## src/hdl/cmc_cfg.svh

```systemverilog
// offsets, field positions, reset values and write masks of the can control block
`ifndef CMC_CFG_SVH
`define CMC_CFG_SVH

// register byte offsets inside the peripheral window
`define CMC_PAGE          8'hc0
`define CMC_OFF_CTRL      16'hc000
`define CMC_OFF_CFG       16'hc010
`define CMC_OFF_INT       16'hc020
`define CMC_OFF_VEC       16'hc030
`define CMC_OFF_TREC      16'hc040
`define CMC_OFF_FSTAT     16'hc050
`define CMC_OFF_RXOVF     16'hc060
`define CMC_OFF_TMR       16'hc070
`define CMC_OFF_MASK0     16'hc080
`define CMC_OFF_MASK1     16'hc0a0
`define CMC_OFF_MASK2     16'hc0b0
`define CMC_OFF_MASK3     16'hc0b0
`define CMC_OFF_FILT0     16'hc0c0
`define CMC_OFF_FILT1     16'hc0d0
`define CMC_OFF_FILT2     16'hc0e0
`define CMC_OFF_FILT3     16'hc0f0

// control and interrupt register field positions
`define CMC_CTRL_ABORT    27
`define CMC_CTRL_REQ_LSB  24
`define CMC_CTRL_CUR_LSB  21
`define CMC_CTRL_CAP      20
`define CMC_CTRL_ON       15
`define CMC_CTRL_SIDLE    13
`define CMC_CTRL_BUSY     11
`define CMC_CTRL_DNCNT_LSB 0
`define CMC_INT_MOD       3
`define CMC_INT_TMR       2

// reset values
`define CMC_RST_CTRL      32'h0480_0000
`define CMC_RST_ZERO      32'h0000_0000
`define CMC_RST_VEC       32'h0000_0040
`define CMC_RST_MODE      3'h4

// implemented bits, for control only the writable ones; elsewhere the rest read zero and ignore writes
`define CMC_WM_CTRL       32'h0710_a01f
`define CMC_WM_CFG        32'h0047_ffff
`define CMC_WM_INT        32'hf80f_f80f
`define CMC_WM_INT_FLAGS  16'hf80f
`define CMC_WM_VEC        32'h0000_1f7f
`define CMC_WM_TREC       32'h003f_ffff
`define CMC_WM_MASK       32'hffeb_ffff
`define CMC_WM_ALL        32'hffff_ffff

// axi4-lite responses
`define CMC_RESP_OKAY     2'h0
`define CMC_RESP_SLVERR   2'h2

`endif

```

## src/hdl/cmc_pkg.sv

```systemverilog
// types shared by the can control block
package cmc_pkg;

  typedef enum logic [2:0] {
    CMC_MODE_NORMAL      = 3'h0,
    CMC_MODE_DISABLE     = 3'h1,
    CMC_MODE_LOOPBACK    = 3'h2,
    CMC_MODE_LISTEN_ONLY = 3'h3,
    CMC_MODE_CONFIG      = 3'h4,
    CMC_MODE_RSVD5       = 3'h5,
    CMC_MODE_RSVD6       = 3'h6,
    CMC_MODE_LISTEN_ALL  = 3'h7
  } cmc_op_mode_t;

  typedef enum logic [1:0] {
    CMC_ALIAS_WRITE = 2'h0,
    CMC_ALIAS_CLR   = 2'h1,
    CMC_ALIAS_SET   = 2'h2,
    CMC_ALIAS_INV   = 2'h3
  } cmc_alias_t;

  typedef enum logic {
    CMC_MS_IDLE   = 1'b0,
    CMC_MS_SWITCH = 1'b1
  } cmc_mode_state_t;

  // control handed to the protocol engine
  typedef struct packed {
    logic         module_en;
    logic         abort_all_tx;
    cmc_op_mode_t op_mode;
    logic         switch_pending;
    logic         stop_in_idle;
    logic [4:0]   dncnt;
    logic [31:0]  bit_timing;
  } cmc_ctl_t;

  // status reported by the protocol engine
  typedef struct packed {
    logic         module_active_flag;
    logic         tx_aborted_all;
    logic         mode_safe;
    logic         rx_valid;
    logic [15:0]  int_events;
    logic [31:0]  vector;
    logic [31:0]  err_counters;
    logic [31:0]  fifo_pending;
    logic [31:0]  rx_ovf_set;
  } cmc_stat_t;

endpackage

```

## src/hdl/cmc_mode_ctrl.sv

```systemverilog
// operating-mode request and status handshake
`timescale 1ns/1ps
`include "cmc_cfg.svh"

module cmc_mode_ctrl (
  input  logic                  aclk,
  input  logic                  aresetn,
  input  cmc_pkg::cmc_op_mode_t req_mode,
  input  logic                  mode_safe,
  output cmc_pkg::cmc_op_mode_t cur_mode,
  output logic                  switch_pending,
  output logic                  mode_changed
);

  cmc_pkg::cmc_mode_state_t state_reg, state_next;
  cmc_pkg::cmc_op_mode_t    cur_reg, cur_next;
  logic                     chg_reg, chg_next;
  logic                     req_ok;

  assign req_ok = (req_mode != cmc_pkg::CMC_MODE_RSVD5) && (req_mode != cmc_pkg::CMC_MODE_RSVD6);

  always_comb begin
    state_next = state_reg;
    cur_next   = cur_reg;
    chg_next   = 1'b0;
    case (state_reg)
      cmc_pkg::CMC_MS_IDLE: begin
        if (req_ok && (req_mode != cur_reg)) begin
          state_next = cmc_pkg::CMC_MS_SWITCH;
        end
      end
      cmc_pkg::CMC_MS_SWITCH: begin
        if (!req_ok || (req_mode == cur_reg)) begin
          state_next = cmc_pkg::CMC_MS_IDLE;
        end else if (mode_safe) begin
          cur_next   = req_mode;
          chg_next   = 1'b1;
          state_next = cmc_pkg::CMC_MS_IDLE;
        end
      end
      default: begin
        state_next = cmc_pkg::CMC_MS_IDLE;
      end
    endcase
  end

  always_ff @(posedge aclk) begin
    if (!aresetn) begin
      state_reg <= cmc_pkg::CMC_MS_IDLE;
      cur_reg   <= cmc_pkg::cmc_op_mode_t'(`CMC_RST_MODE);
      chg_reg   <= 1'b0;
    end else begin
      state_reg <= state_next;
      cur_reg   <= cur_next;
      chg_reg   <= chg_next;
    end
  end

  assign cur_mode       = cur_reg;
  assign switch_pending = (state_reg == cmc_pkg::CMC_MS_SWITCH);
  assign mode_changed   = chg_reg;

endmodule

```

## src/hdl/cmc_ts_timer.sv

```systemverilog
// receive timestamp timer with prescaler and capture
`timescale 1ns/1ps
`include "cmc_cfg.svh"

module cmc_ts_timer (
  input  logic        aclk,
  input  logic        aresetn,
  input  logic        cap_en,
  input  logic        wr_en,
  input  logic [31:0] wr_data,
  input  logic        rx_valid,
  output logic [31:0] timer,
  output logic [15:0] stamp,
  output logic        stamp_valid,
  output logic        rollover
);

  logic [31:0] tmr_reg, tmr_next;
  logic [15:0] pre_reg, pre_next;
  logic [15:0] stamp_reg, stamp_next;
  logic        sv_reg, sv_next;
  logic        roll_reg, roll_next;

  always_comb begin
    tmr_next   = tmr_reg;
    pre_next   = pre_reg;
    stamp_next = stamp_reg;
    sv_next    = 1'b0;
    roll_next  = 1'b0;
    if (wr_en) begin
      tmr_next = wr_data;
      pre_next = 16'h0000;
    end else if (cap_en) begin
      // upper half counts once per prescaler period
      if (pre_reg >= tmr_reg[15:0]) begin
        pre_next       = 16'h0000;
        tmr_next[31:16] = tmr_reg[31:16] + 16'h0001;
        roll_next      = (tmr_reg[31:16] == 16'hffff);
      end else begin
        pre_next = pre_reg + 16'h0001;
      end
    end
    if (cap_en && rx_valid) begin
      stamp_next = tmr_reg[31:16];
      sv_next    = 1'b1;
    end
  end

  always_ff @(posedge aclk) begin
    if (!aresetn) begin
      tmr_reg   <= `CMC_RST_ZERO;
      pre_reg   <= 16'h0000;
      stamp_reg <= 16'h0000;
      sv_reg    <= 1'b0;
      roll_reg  <= 1'b0;
    end else begin
      tmr_reg   <= tmr_next;
      pre_reg   <= pre_next;
      stamp_reg <= stamp_next;
      sv_reg    <= sv_next;
      roll_reg  <= roll_next;
    end
  end

  assign timer       = tmr_reg;
  assign stamp       = stamp_reg;
  assign stamp_valid = sv_reg;
  assign rollover    = roll_reg;

endmodule

```

## src/hdl/cmc_can_module_control.sv

```systemverilog
// axi4-lite register block and control logic of the can controller
//
// Added by the designer: the AXI4-Lite interface to the registers.
`timescale 1ns/1ps
`include "cmc_cfg.svh"

module cmc_can_module_control (
  input  logic                aclk,
  input  logic                aresetn,
  input  logic [31:0]         s_axi_awaddr,
  input  logic                s_axi_awvalid,
  output logic                s_axi_awready,
  input  logic [31:0]         s_axi_wdata,
  input  logic [3:0]          s_axi_wstrb,
  input  logic                s_axi_wvalid,
  output logic                s_axi_wready,
  output logic [1:0]          s_axi_bresp,
  output logic                s_axi_bvalid,
  input  logic                s_axi_bready,
  input  logic [31:0]         s_axi_araddr,
  input  logic                s_axi_arvalid,
  output logic                s_axi_arready,
  output logic [31:0]         s_axi_rdata,
  output logic [1:0]          s_axi_rresp,
  output logic                s_axi_rvalid,
  input  logic                s_axi_rready,
  input  cmc_pkg::cmc_stat_t  eng_stat,
  output cmc_pkg::cmc_ctl_t   eng_ctl,
  output logic [3:0][31:0]    accept_mask,
  output logic [3:0][31:0]    filter_ctrl,
  output logic [15:0]         rx_stamp,
  output logic                rx_stamp_valid,
  output logic                irq
);

  localparam logic [3:0][15:0] MASK_OFF = {`CMC_OFF_MASK3, `CMC_OFF_MASK2,
                                           `CMC_OFF_MASK1, `CMC_OFF_MASK0};
  localparam logic [3:0][15:0] FILT_OFF = {`CMC_OFF_FILT3, `CMC_OFF_FILT2,
                                           `CMC_OFF_FILT1, `CMC_OFF_FILT0};

  // bus handshake state
  logic              aw_held_reg, aw_held_next;
  logic [15:0]       aw_addr_reg, aw_addr_next;
  logic              w_held_reg, w_held_next;
  logic [31:0]       w_data_reg, w_data_next;
  logic [3:0]        w_strb_reg, w_strb_next;
  logic              awready_reg, awready_next;
  logic              wready_reg, wready_next;
  logic              bvalid_reg, bvalid_next;
  logic [1:0]        bresp_reg, bresp_next;
  logic              arready_reg, arready_next;
  logic              rvalid_reg, rvalid_next;
  logic [31:0]       rdata_reg, rdata_next;
  logic [1:0]        rresp_reg, rresp_next;

  // register contents
  logic [31:0]       ctrl_reg, ctrl_next;
  logic              abort_reg, abort_next;
  logic [31:0]       cfg_reg, cfg_next;
  logic [31:0]       int_reg, int_next;
  logic [31:0]       vec_reg, vec_next;
  logic [31:0]       trec_reg, trec_next;
  logic [31:0]       fstat_reg, fstat_next;
  logic [31:0]       rxovf_reg, rxovf_next;
  logic [3:0][31:0]  mask_reg, mask_next;
  logic [3:0][31:0]  filt_reg, filt_next;
  logic              busy_reg, busy_next;
  logic              irq_reg, irq_next;

  // decode and helper signals
  logic                  do_write;
  logic [15:0]           wr_base;
  cmc_pkg::cmc_alias_t   wr_op;
  logic [31:0]           wr_bits;
  logic                  wr_hit;
  logic                  ar_take;
  logic [15:0]           rd_base;
  logic [31:0]           rd_val;
  logic                  rd_hit;
  logic [31:0]           ctrl_view;
  logic [31:0]           ctrl_res;
  logic [31:0]           tmr_val;
  logic [31:0]           tmr_wr_data;
  logic [31:0]           int_en_w, int_fl_w;
  logic                  tmr_wr_en;
  logic [15:0]           int_events;
  logic                  mode_changed;
  logic                  ts_roll;
  logic                  switch_pending;
  cmc_pkg::cmc_op_mode_t cur_mode;

  function automatic logic [31:0] cmc_apply(input logic [31:0]         old,
                                            input logic [31:0]         bits,
                                            input cmc_pkg::cmc_alias_t op,
                                            input logic [31:0]         impl);
    logic [31:0] r;
    r = old;
    case (op)
      cmc_pkg::CMC_ALIAS_WRITE: r = bits;
      cmc_pkg::CMC_ALIAS_CLR:   r = old & ~bits;
      cmc_pkg::CMC_ALIAS_SET:   r = old | bits;
      cmc_pkg::CMC_ALIAS_INV:   r = old ^ bits;
      default:                  r = old;
    endcase
    return r & impl;
  endfunction

  // sticky flags: a plain write of ones clears them, like the clear alias
  function automatic logic [31:0] cmc_apply_w1c(input logic [31:0]         old,
                                                input logic [31:0]         bits,
                                                input cmc_pkg::cmc_alias_t op);
    logic [31:0] r;
    r = old;
    case (op)
      cmc_pkg::CMC_ALIAS_WRITE: r = old & ~bits;
      cmc_pkg::CMC_ALIAS_CLR:   r = old & ~bits;
      cmc_pkg::CMC_ALIAS_SET:   r = old | bits;
      cmc_pkg::CMC_ALIAS_INV:   r = old ^ bits;
      default:                  r = old;
    endcase
    return r;
  endfunction

  // alias decode from address bits 3:2
  assign wr_base  = {aw_addr_reg[15:4], 4'h0};
  assign wr_op    = cmc_pkg::cmc_alias_t'(aw_addr_reg[3:2]);
  assign do_write = aw_held_reg && w_held_reg && !bvalid_reg;
  assign ar_take  = s_axi_arvalid && arready_reg;
  assign rd_base  = {s_axi_araddr[15:4], 4'h0};
  assign int_en_w = cmc_apply(int_reg, wr_bits, wr_op, `CMC_WM_INT);
  assign int_fl_w = cmc_apply_w1c(int_reg, wr_bits & `CMC_WM_INT, wr_op);

  // unstrobed bytes are masked here as zeros: the aliases and flag clears keep them, a plain write stores zero
  always_comb begin
    wr_bits = 32'h0000_0000;
    for (int b = 0; b < 4; b++) begin
      wr_bits[b*8 +: 8] = w_strb_reg[b] ? w_data_reg[b*8 +: 8] : 8'h00;
    end
  end

  // only implemented fields are assembled, others read zero
  assign ctrl_view = {4'h0, abort_reg, ctrl_reg[26:24], cur_mode, ctrl_reg[`CMC_CTRL_CAP],
                      4'h0, ctrl_reg[15:12], busy_reg, ctrl_reg[10:0]};
  assign int_events = (eng_stat.int_events & `CMC_WM_INT_FLAGS)
                      & ~(16'h0001 << `CMC_INT_MOD) & ~(16'h0001 << `CMC_INT_TMR)
                      | ({15'h0000, mode_changed} << `CMC_INT_MOD)
                      | ({15'h0000, ts_roll} << `CMC_INT_TMR);

  // read multiplexer
  always_comb begin
    rd_val = 32'h0000_0000;
    rd_hit = 1'b1;
    case (rd_base)
      `CMC_OFF_CTRL:  rd_val = ctrl_view;
      `CMC_OFF_CFG:   rd_val = cfg_reg;
      `CMC_OFF_INT:   rd_val = int_reg;
      `CMC_OFF_VEC:   rd_val = vec_reg;
      `CMC_OFF_TREC:  rd_val = trec_reg;
      `CMC_OFF_FSTAT: rd_val = fstat_reg;
      `CMC_OFF_RXOVF: rd_val = rxovf_reg;
      `CMC_OFF_TMR:   rd_val = tmr_val;
      default:        rd_hit = 1'b0;
    endcase
    for (int k = 3; k >= 0; k--) begin
      if (rd_base == MASK_OFF[k]) begin
        rd_val = mask_reg[k];
        rd_hit = 1'b1;
      end
      if (rd_base == FILT_OFF[k]) begin
        rd_val = filt_reg[k];
        rd_hit = 1'b1;
      end
    end
    if (s_axi_araddr[15:8] != `CMC_PAGE) begin
      rd_hit = 1'b0;
      rd_val = 32'h0000_0000;
    end
  end

  // bus handshake next state
  always_comb begin
    aw_held_next = aw_held_reg;
    aw_addr_next = aw_addr_reg;
    w_held_next  = w_held_reg;
    w_data_next  = w_data_reg;
    w_strb_next  = w_strb_reg;
    bvalid_next  = bvalid_reg && !s_axi_bready;
    bresp_next   = bresp_reg;
    if (s_axi_awvalid && awready_reg) begin
      aw_held_next = 1'b1;
      aw_addr_next = s_axi_awaddr[15:0];
    end
    if (s_axi_wvalid && wready_reg) begin
      w_held_next = 1'b1;
      w_data_next = s_axi_wdata;
      w_strb_next = s_axi_wstrb;
    end
    if (do_write) begin
      aw_held_next = 1'b0;
      w_held_next  = 1'b0;
      bvalid_next  = 1'b1;
      bresp_next   = wr_hit ? `CMC_RESP_OKAY : `CMC_RESP_SLVERR;
    end
    awready_next = !aw_held_next;
    wready_next  = !w_held_next;
    rvalid_next  = ar_take || (rvalid_reg && !s_axi_rready);
    arready_next = !rvalid_next;
    rdata_next   = ar_take ? rd_val : rdata_reg;
    rresp_next   = ar_take ? (rd_hit ? `CMC_RESP_OKAY : `CMC_RESP_SLVERR) : rresp_reg;
  end

  // register file next state
  always_comb begin
    ctrl_next   = ctrl_reg;
    cfg_next    = cfg_reg;
    int_next    = int_reg;
    mask_next   = mask_reg;
    filt_next   = filt_reg;
    rxovf_next  = rxovf_reg;
    tmr_wr_en   = 1'b0;
    tmr_wr_data = tmr_val;
    ctrl_res    = ctrl_view;
    wr_hit      = aw_addr_reg[15:8] == `CMC_PAGE;
    if (do_write && wr_hit) begin
      case (wr_base)
        `CMC_OFF_CTRL: begin
          ctrl_res  = cmc_apply(ctrl_view, wr_bits, wr_op, `CMC_WM_CTRL | 32'h0800_0000);
          // enable and other writable control fields
          ctrl_next = ctrl_res & `CMC_WM_CTRL;
        end
        `CMC_OFF_CFG:   cfg_next = cmc_apply(cfg_reg, wr_bits, wr_op, `CMC_WM_CFG);
        `CMC_OFF_INT:   int_next = {int_en_w[31:16], int_fl_w[15:0]};
        `CMC_OFF_RXOVF: rxovf_next = cmc_apply_w1c(rxovf_reg, wr_bits, wr_op);
        `CMC_OFF_TMR: begin
          tmr_wr_en   = 1'b1;
          tmr_wr_data = cmc_apply(tmr_val, wr_bits, wr_op, `CMC_WM_ALL);
        end
        `CMC_OFF_VEC, `CMC_OFF_TREC, `CMC_OFF_FSTAT: begin
          wr_hit = 1'b1;
        end
        default: begin
          wr_hit = 1'b0;
        end
      endcase
      for (int k = 0; k < 4; k++) begin
        if (wr_base == MASK_OFF[k]) begin
          mask_next[k] = cmc_apply(mask_reg[k], wr_bits, wr_op, `CMC_WM_MASK);
          wr_hit       = 1'b1;
        end
        if (wr_base == FILT_OFF[k]) begin
          filt_next[k] = cmc_apply(filt_reg[k], wr_bits, wr_op, `CMC_WM_ALL);
          wr_hit       = 1'b1;
        end
      end
    end else if (do_write) begin
      wr_hit = 1'b0;
    end
    // software only sets; hardware clears after all aborted, set wins
    abort_next = (abort_reg && !eng_stat.tx_aborted_all) ||
                 (do_write && wr_hit && (wr_base == `CMC_OFF_CTRL) && ctrl_res[`CMC_CTRL_ABORT]);
    // hardware events win over a clear in the same cycle
    int_next[15:0] = int_next[15:0] | int_events;
    rxovf_next     = rxovf_next | eng_stat.rx_ovf_set;
    vec_next       = eng_stat.vector & `CMC_WM_VEC;
    trec_next      = eng_stat.err_counters & `CMC_WM_TREC;
    fstat_next     = eng_stat.fifo_pending;
    busy_next      = eng_stat.module_active_flag;
    irq_next       = |(int_next[15:0] & int_next[31:16]);
  end

  always_ff @(posedge aclk) begin
    if (!aresetn) begin
      aw_held_reg <= 1'b0;
      aw_addr_reg <= 16'h0000;
      w_held_reg  <= 1'b0;
      w_data_reg  <= `CMC_RST_ZERO;
      w_strb_reg  <= 4'h0;
      awready_reg <= 1'b0;
      wready_reg  <= 1'b0;
      bvalid_reg  <= 1'b0;
      bresp_reg   <= `CMC_RESP_OKAY;
      arready_reg <= 1'b0;
      rvalid_reg  <= 1'b0;
      rdata_reg   <= `CMC_RST_ZERO;
      rresp_reg   <= `CMC_RESP_OKAY;
      ctrl_reg    <= `CMC_RST_CTRL & `CMC_WM_CTRL;
      abort_reg   <= 1'b0;
      cfg_reg     <= `CMC_RST_ZERO;
      int_reg     <= `CMC_RST_ZERO;
      vec_reg     <= `CMC_RST_VEC;
      trec_reg    <= `CMC_RST_ZERO;
      fstat_reg   <= `CMC_RST_ZERO;
      rxovf_reg   <= `CMC_RST_ZERO;
      mask_reg    <= '0;
      filt_reg    <= '0;
      busy_reg    <= 1'b0;
      irq_reg     <= 1'b0;
    end else begin
      aw_held_reg <= aw_held_next;
      aw_addr_reg <= aw_addr_next;
      w_held_reg  <= w_held_next;
      w_data_reg  <= w_data_next;
      w_strb_reg  <= w_strb_next;
      awready_reg <= awready_next;
      wready_reg  <= wready_next;
      bvalid_reg  <= bvalid_next;
      bresp_reg   <= bresp_next;
      arready_reg <= arready_next;
      rvalid_reg  <= rvalid_next;
      rdata_reg   <= rdata_next;
      rresp_reg   <= rresp_next;
      ctrl_reg    <= ctrl_next;
      abort_reg   <= abort_next;
      cfg_reg     <= cfg_next;
      int_reg     <= int_next;
      vec_reg     <= vec_next;
      trec_reg    <= trec_next;
      fstat_reg   <= fstat_next;
      rxovf_reg   <= rxovf_next;
      mask_reg    <= mask_next;
      filt_reg    <= filt_next;
      busy_reg    <= busy_next;
      irq_reg     <= irq_next;
    end
  end

  cmc_mode_ctrl u_mode (
    .aclk           (aclk),
    .aresetn        (aresetn),
    .req_mode       (cmc_pkg::cmc_op_mode_t'(ctrl_reg[26:24])),
    .mode_safe      (eng_stat.mode_safe),
    .cur_mode       (cur_mode),
    .switch_pending (switch_pending),
    .mode_changed   (mode_changed)
  );

  cmc_ts_timer u_ts (
    .aclk        (aclk),
    .aresetn     (aresetn),
    .cap_en      (ctrl_reg[`CMC_CTRL_CAP]),
    .wr_en       (tmr_wr_en),
    .wr_data     (tmr_wr_data),
    .rx_valid    (eng_stat.rx_valid),
    .timer       (tmr_val),
    .stamp       (rx_stamp),
    .stamp_valid (rx_stamp_valid),
    .rollover    (ts_roll)
  );

  assign s_axi_awready = awready_reg;
  assign s_axi_wready  = wready_reg;
  assign s_axi_bvalid  = bvalid_reg;
  assign s_axi_bresp   = bresp_reg;
  assign s_axi_arready = arready_reg;
  assign s_axi_rvalid  = rvalid_reg;
  assign s_axi_rdata   = rdata_reg;
  assign s_axi_rresp   = rresp_reg;
  assign accept_mask   = mask_reg;
  assign filter_ctrl   = filt_reg;
  assign irq           = irq_reg;

  always_comb begin
    eng_ctl                = '0;
    eng_ctl.module_en      = ctrl_reg[`CMC_CTRL_ON];
    eng_ctl.abort_all_tx   = abort_reg;
    eng_ctl.op_mode        = cur_mode;
    eng_ctl.switch_pending = switch_pending;
    eng_ctl.stop_in_idle   = ctrl_reg[`CMC_CTRL_SIDLE];
    eng_ctl.dncnt          = ctrl_reg[4:0];
    eng_ctl.bit_timing     = cfg_reg;
  end

endmodule

```

## config.mk

```make
export PLATFORM = sky130hd
export DESIGN_NAME = cmc_can_module_control
export DESIGN_NICKNAME = d
export VERILOG_FILES = /design/src/hdl/cmc_pkg.sv /design/src/hdl/cmc_mode_ctrl.sv /design/src/hdl/cmc_ts_timer.sv /design/src/hdl/cmc_can_module_control.sv
export VERILOG_INCLUDE_DIRS = /design/src /design/src/hdl
export SDC_FILE = /design/constraint.sdc
export NUM_CORES = 2
export LEC_CHECK = 0
export ABC_AREA = 1
export BUFFER_PORTS_ARGS = -buffer_cell sky130_fd_sc_hd__buf_4
export CORE_UTILIZATION = 45
export DETAILED_ROUTE_END_ITERATION = 10
export PLACE_DENSITY = 0.73
export SLEW_MARGIN = 30
export SYNTH_ARGS = -nofsm -noshare
export SYNTH_HDL_FRONTEND = slang
export SYNTH_SLANG_ARGS = --single-unit
```

## constraint.sdc

```tcl
create_clock -name aclk -period 3.1 [get_ports aclk]
set_input_delay 0.465 -clock aclk [delete_from_list [all_inputs] [get_ports aclk]]
set_output_delay 0.465 -clock aclk [all_outputs]
set_load 0.1 [all_outputs]
```

# After elaboration in Yosys (flattened, before gate mapping)
# Cells that the tools add are included.
# word_totals
reg_bits	608
in_bits	255
out_inout_bits	359
word_cells	263
# classes
add_sub_neg	2
magnitude_cmp	1
eq_ne	42
n_mux	73
n_bitwise	54
n_reduce_logical	49
# op_table
cell	n
$pmux W32 S4	10
$mux W32	14
$or A32 B32 Y32	12
$eq A12 B12 Y1 const B	30
$and A32 B32 Y32	11
$xor A32 B32 Y32	11
$pmux W32 S8	1
$pmux W28 S4	1
$pmux W32 S3	1
$pmux W23 S4	1
$mux W16	4
$mux W28	2
$pmux W16 S3	1
$add A16 B1 Y16 const B	2
$and A16 B16 Y16	2
$mux W8	4
$not A32 Y32	1
$or A16 B16 Y16	2
$mux W1	30
$and A28 B28 Y28	1
$or A28 B28 Y28	1
$xor A28 B28 Y28	1
$and A23 B23 Y23	1
$or A23 B23 Y23	1
32 further kinds	76

# Logic depth before layout (Yosys ltp)
# depth
word_depth	15
mapped_depth	17
depth_no_buf	16

# By module
# Synthesis repeated with hierarchy kept, for this count alone.
# unflattened
hier_cells	5478
hier_area_um2	40767.8
# by_module_without_submodules
mod	n_inst	cells_each	area_per_inst_um2	seq_area_each_um2
cmc_can_module_control	1	4980	37134.4	9789.4
cmc_ts_timer	1	459	3377.0	1321.3
cmc_mode_ctrl	1	39	256.5	100.1

# Worst setup path after synthesis
# OpenSTA, ideal clock, no wires.
# synth_path
path_kind	register to register
startpoint	register bvalid_reg, in the netlist s_axi_bvalid
endpoint	register rxovf_reg[27]
setup_ns	0.110
arrival_time_ns	2.265
t_required_ns	2.990
setup_slack_ns	0.725
path_stages_with_launch	10
path_buffers	1
synth_period_minus_slack_ns	2.375
path_cell_list	dfxtp_1 -> nor2_2 -> inv_1 -> nor2_4 -> nand3_2 -> clkbuf_1 -> nor2_1 -> a211o_1 -> nand2_1 -> inv_1
# synth_between
elab_chain_cells	5
# synth_lines
element	line_no	text
from (decl)	cmc_can_module_control.sv:49	logic bvalid_reg, bvalid_next;
from (signal assigned)	cmc_can_module_control.sv:306	bvalid_reg <= bvalid_next;
$logic_not A1 Y1	cmc_can_module_control.sv:127	assign do_write = aw_held_reg && w_held_reg && !bvalid_reg;
$logic_and A1 B1 Y1	cmc_can_module_control.sv:127	
$logic_and A1 B1 Y1	cmc_can_module_control.sv:224	if (do_write && wr_hit) begin
$mux W32	cmc_can_module_control.sv:224	
$or A32 B32 Y32	cmc_can_module_control.sv:263	rxovf_next = rxovf_next | eng_stat.rx_ovf_set;
to (signal assigned)	cmc_can_module_control.sv:293	rxovf_reg <= `CMC_RST_ZERO;
to (signal assigned)	cmc_can_module_control.sv:319	rxovf_reg <= rxovf_next;
to (decl)	cmc_can_module_control.sv:64	logic [31:0] rxovf_reg, rxovf_next;
# Every way passes these cells.
# A chain may end at the register's enable or synchronous reset.

# Worst setup path in the final report
# layout_path
startpoint	register u_ts.tmr_reg[16], in the netlist u_ts.timer[16]
endpoint	register u_ts.roll_reg, in the netlist u_ts.rollover
# layout_between
elab_chain_cells	1
# layout_lines
element	line_no	text
from (decl)	cmc_ts_timer.sv:18	logic [31:0] tmr_reg, tmr_next;
from (signal assigned)	cmc_ts_timer.sv:51	tmr_reg <= `CMC_RST_ZERO;
from (signal assigned)	cmc_ts_timer.sv:57	tmr_reg <= tmr_next;
$eq A16 B16 Y1	cmc_ts_timer.sv:38	roll_next = (tmr_reg[31:16] == 16'hffff);
to (signal assigned)	cmc_ts_timer.sv:61	roll_reg <= roll_next;
to (decl)	cmc_ts_timer.sv:22	logic roll_reg, roll_next;
# Every way passes these cells.

==> results.toml <==
[timing]
hold_ws_ns = 0.0171
hold_viol_final = 0
post-route-period-util_pct = 87.3
rsz0062_at_grt = "no"
fin_crit_ns = 2.71
timing.final.ws_setup_ns = 0.395
worstMarginPinSlew_ns = 0.877
setup-tns-final_ns = 0
skew_ns = 0.0425
finalSetupViolations = 0
clock.fmax_mhz = 370
relSlewSlack_pct = 41.4
slew_viol_final = 0

[clocking]
cts_hold_buf = 5
cts_buffer_depth = 3
cts_buffers = 70
root_buffer = "clkbuf_16"
cts_sinks = 560
cts_setup_buffers = 0
clkLatencyLatePin_ns = 0.64
cts.clk_slew.worst_paths_ns = 0.06
htree_levels = 3
cts_resized = 0
cts_tree = "done"

[synthesis]
synthArstFlopShare_pct = 0
synthesis.area_um2 = 39900
synth_most_common_cell = "nand2_1"
synth-edff-count = 0
synthTopCellsByArea = "dfxtp_1, ha_1, o21ai_0"
avgSynthCellArea_um2 = 7.44
yosys_warnings = 0
synth_area_leader_cell = "dfxtp_1"
synth_commonest_cells = "nand2_1, ha_1, o21ai_0"
ys.flop_type = "dfxtp_1"
synth_top_area_share_pct = 28.1
synth_cell_types = 54
synth-seq-area-share_pct = 28.1
syn_inst = 5371
synth_seq_cells = 560

[power_and_ir_drop]
total_power_mw = 17.7
power_per_cell_area_nw_per_um2 = 371
leakagePower_nw = 20.4
vdd.ir_drop.worst_uv = 344

[critical_path]
criticalPathCategory = "flip-flop to flip-flop"
end_kind = "flip-flop"
cp_data_required_time_ns = 3.57
critPathLaunchType = "flip-flop"
cp.arrival_ns = 3.18
crit_fanout = 5

[floorplanning]
core.rowCount = 108
die_width_um = 300
coreArea_um2 = 87300
die_y_um = 300
die-area_um2 = 89900
start_util_pct = 45.8
ioPinCount = 614

[final_layout]
syn_to_final_growth_pct = 19.6
antenna_cells = 0
largest_register_ffs = 128
fin_area_um2 = 47800
drive_gt1_share_pct = 14.4
nets = 6793

[placement]
post-place-ws_ns = 0.293
io_buffers = 514
place.gp.congestion = 1.02
post_dp_cell_area_um2 = 45400
hpwlAfterDp_um = 117000

[detailed_routing]
num_vias = 41700
drt_wl_total_um = 163000
ant_nets = 0
drt_iter0_drc = 5140
viasPerCell = 5.95
remaining_drc_errors = 0
dr.pass1.iters = 8
wl_per_cell_um = 23.3

[global_route]
grt.total_usage_pct = 34.8
grt_max_degree = 135
gr-usage-met1_pct = 46.5
grt-ovfl-total = 0
grt.busiest_layer = "met2"
grt_first_pass_wirelength_um = 239000
grtUsageMet3_pct = 7.48
antenna_found_initial = 2
gr-usage-met2_pct = 52.4
grt_pass1_vias = 37600

[status]
status = "completed"

[flow_run]
max_cap_viol_count = 0

[min_path]
hold_path.class = "input pin to flip-flop"
-- where the power goes --
group / total (mW) / switching, mW / internal [mW]
Clock: 8.60 / 3.56 / 5.04
Combinational: 1.67 / 1.17 / 0.496
Sequential: 7.45 / 0.113 / 7.34
-- cells by family after synthesis --
group | Yosys count | synth area share [%]
compound gates | 1652 | 23.8
simple gates | 1395 | 14.5
buf+inv | 1002 | 9.95
fa+ha+maj | 742 | 23.2
flops | 560 | 28.1
xor+xnor | 17 | 0.373
mux | 2 | 0.0501
other cells | 1 | 0.00939
-- metrics by stage --
step                      util (%)  cells
after floorplan                  -   5392
after global placement        52.0   6874
after detailed placement      52.0   6874
after CTS                     54.7   7004
after global routing          54.7   7004
final                         54.7   7004
-- final cells by class --
type	instances	area [um^2]
inverters	645	2440
fillers	8253	39500
flip-flops and latches	560	11200
clock buffers	96	2000
repair buffers	689	5440
well taps	1155	1450
clock inverters	29	353
multi-input cells	3830	24900
-- worst max-delay path, cell delays in order (launching register included) --
cell     delay, ns
dfxtp_1       0.44
ha_1          0.21
nand2_1       0.15
nor2_1        0.20
inv_1         0.06
nor2_1        0.19
nand3_1       0.15
nor3_1        0.25
nand2_1       0.11
nor2_1        0.20
nand2_1       0.10
nor4_1        0.50
-- metal layers --
layer,part of all wire [%],vias up
li1,-,19100
met1,40,19800
met2,43,2345
met3,11,457
met4,5.9,0
met5,0,-
-- cell usage in the layout, fill, tap and decap left out, drive strengths merged, types with 8 or more instances in the layout --
cell / n
a221oi: 135
dfxtp: 560
nand3b: 16
ha: 742
a31oi: 151
clkbuf: 96
xor2: 14
o2111ai: 8
inv: 636
nor4: 8
nand4: 19
a211o: 16
a21oi: 426
nor2: 412
nand3: 146
buf: 684
nand2: 754
o21ai: 723
clkinv: 27
nor3: 32
a211oi: 141
o211ai: 14
conb: 22
o22ai: 25
-- final timing paths --
| path | slack (ns) | depth (start not counted) | to | startpoint |
|---|---|---|---|---|
| setup / recovery | 0.39 | 11 | u_ts.rollover | u_ts.timer[16] |
| hold / removal | 0.02 | 3 | vec_reg[10] | eng_stat[106] |
| setup reg to reg | 0.39 | 11 | u_ts.rollover | u_ts.timer[16] |
| hold reg to reg | 0.47 | 2 | s_axi_rdata[20] | s_axi_rdata[20] |
No activity file was read; power rests on OpenSTA's default activity.
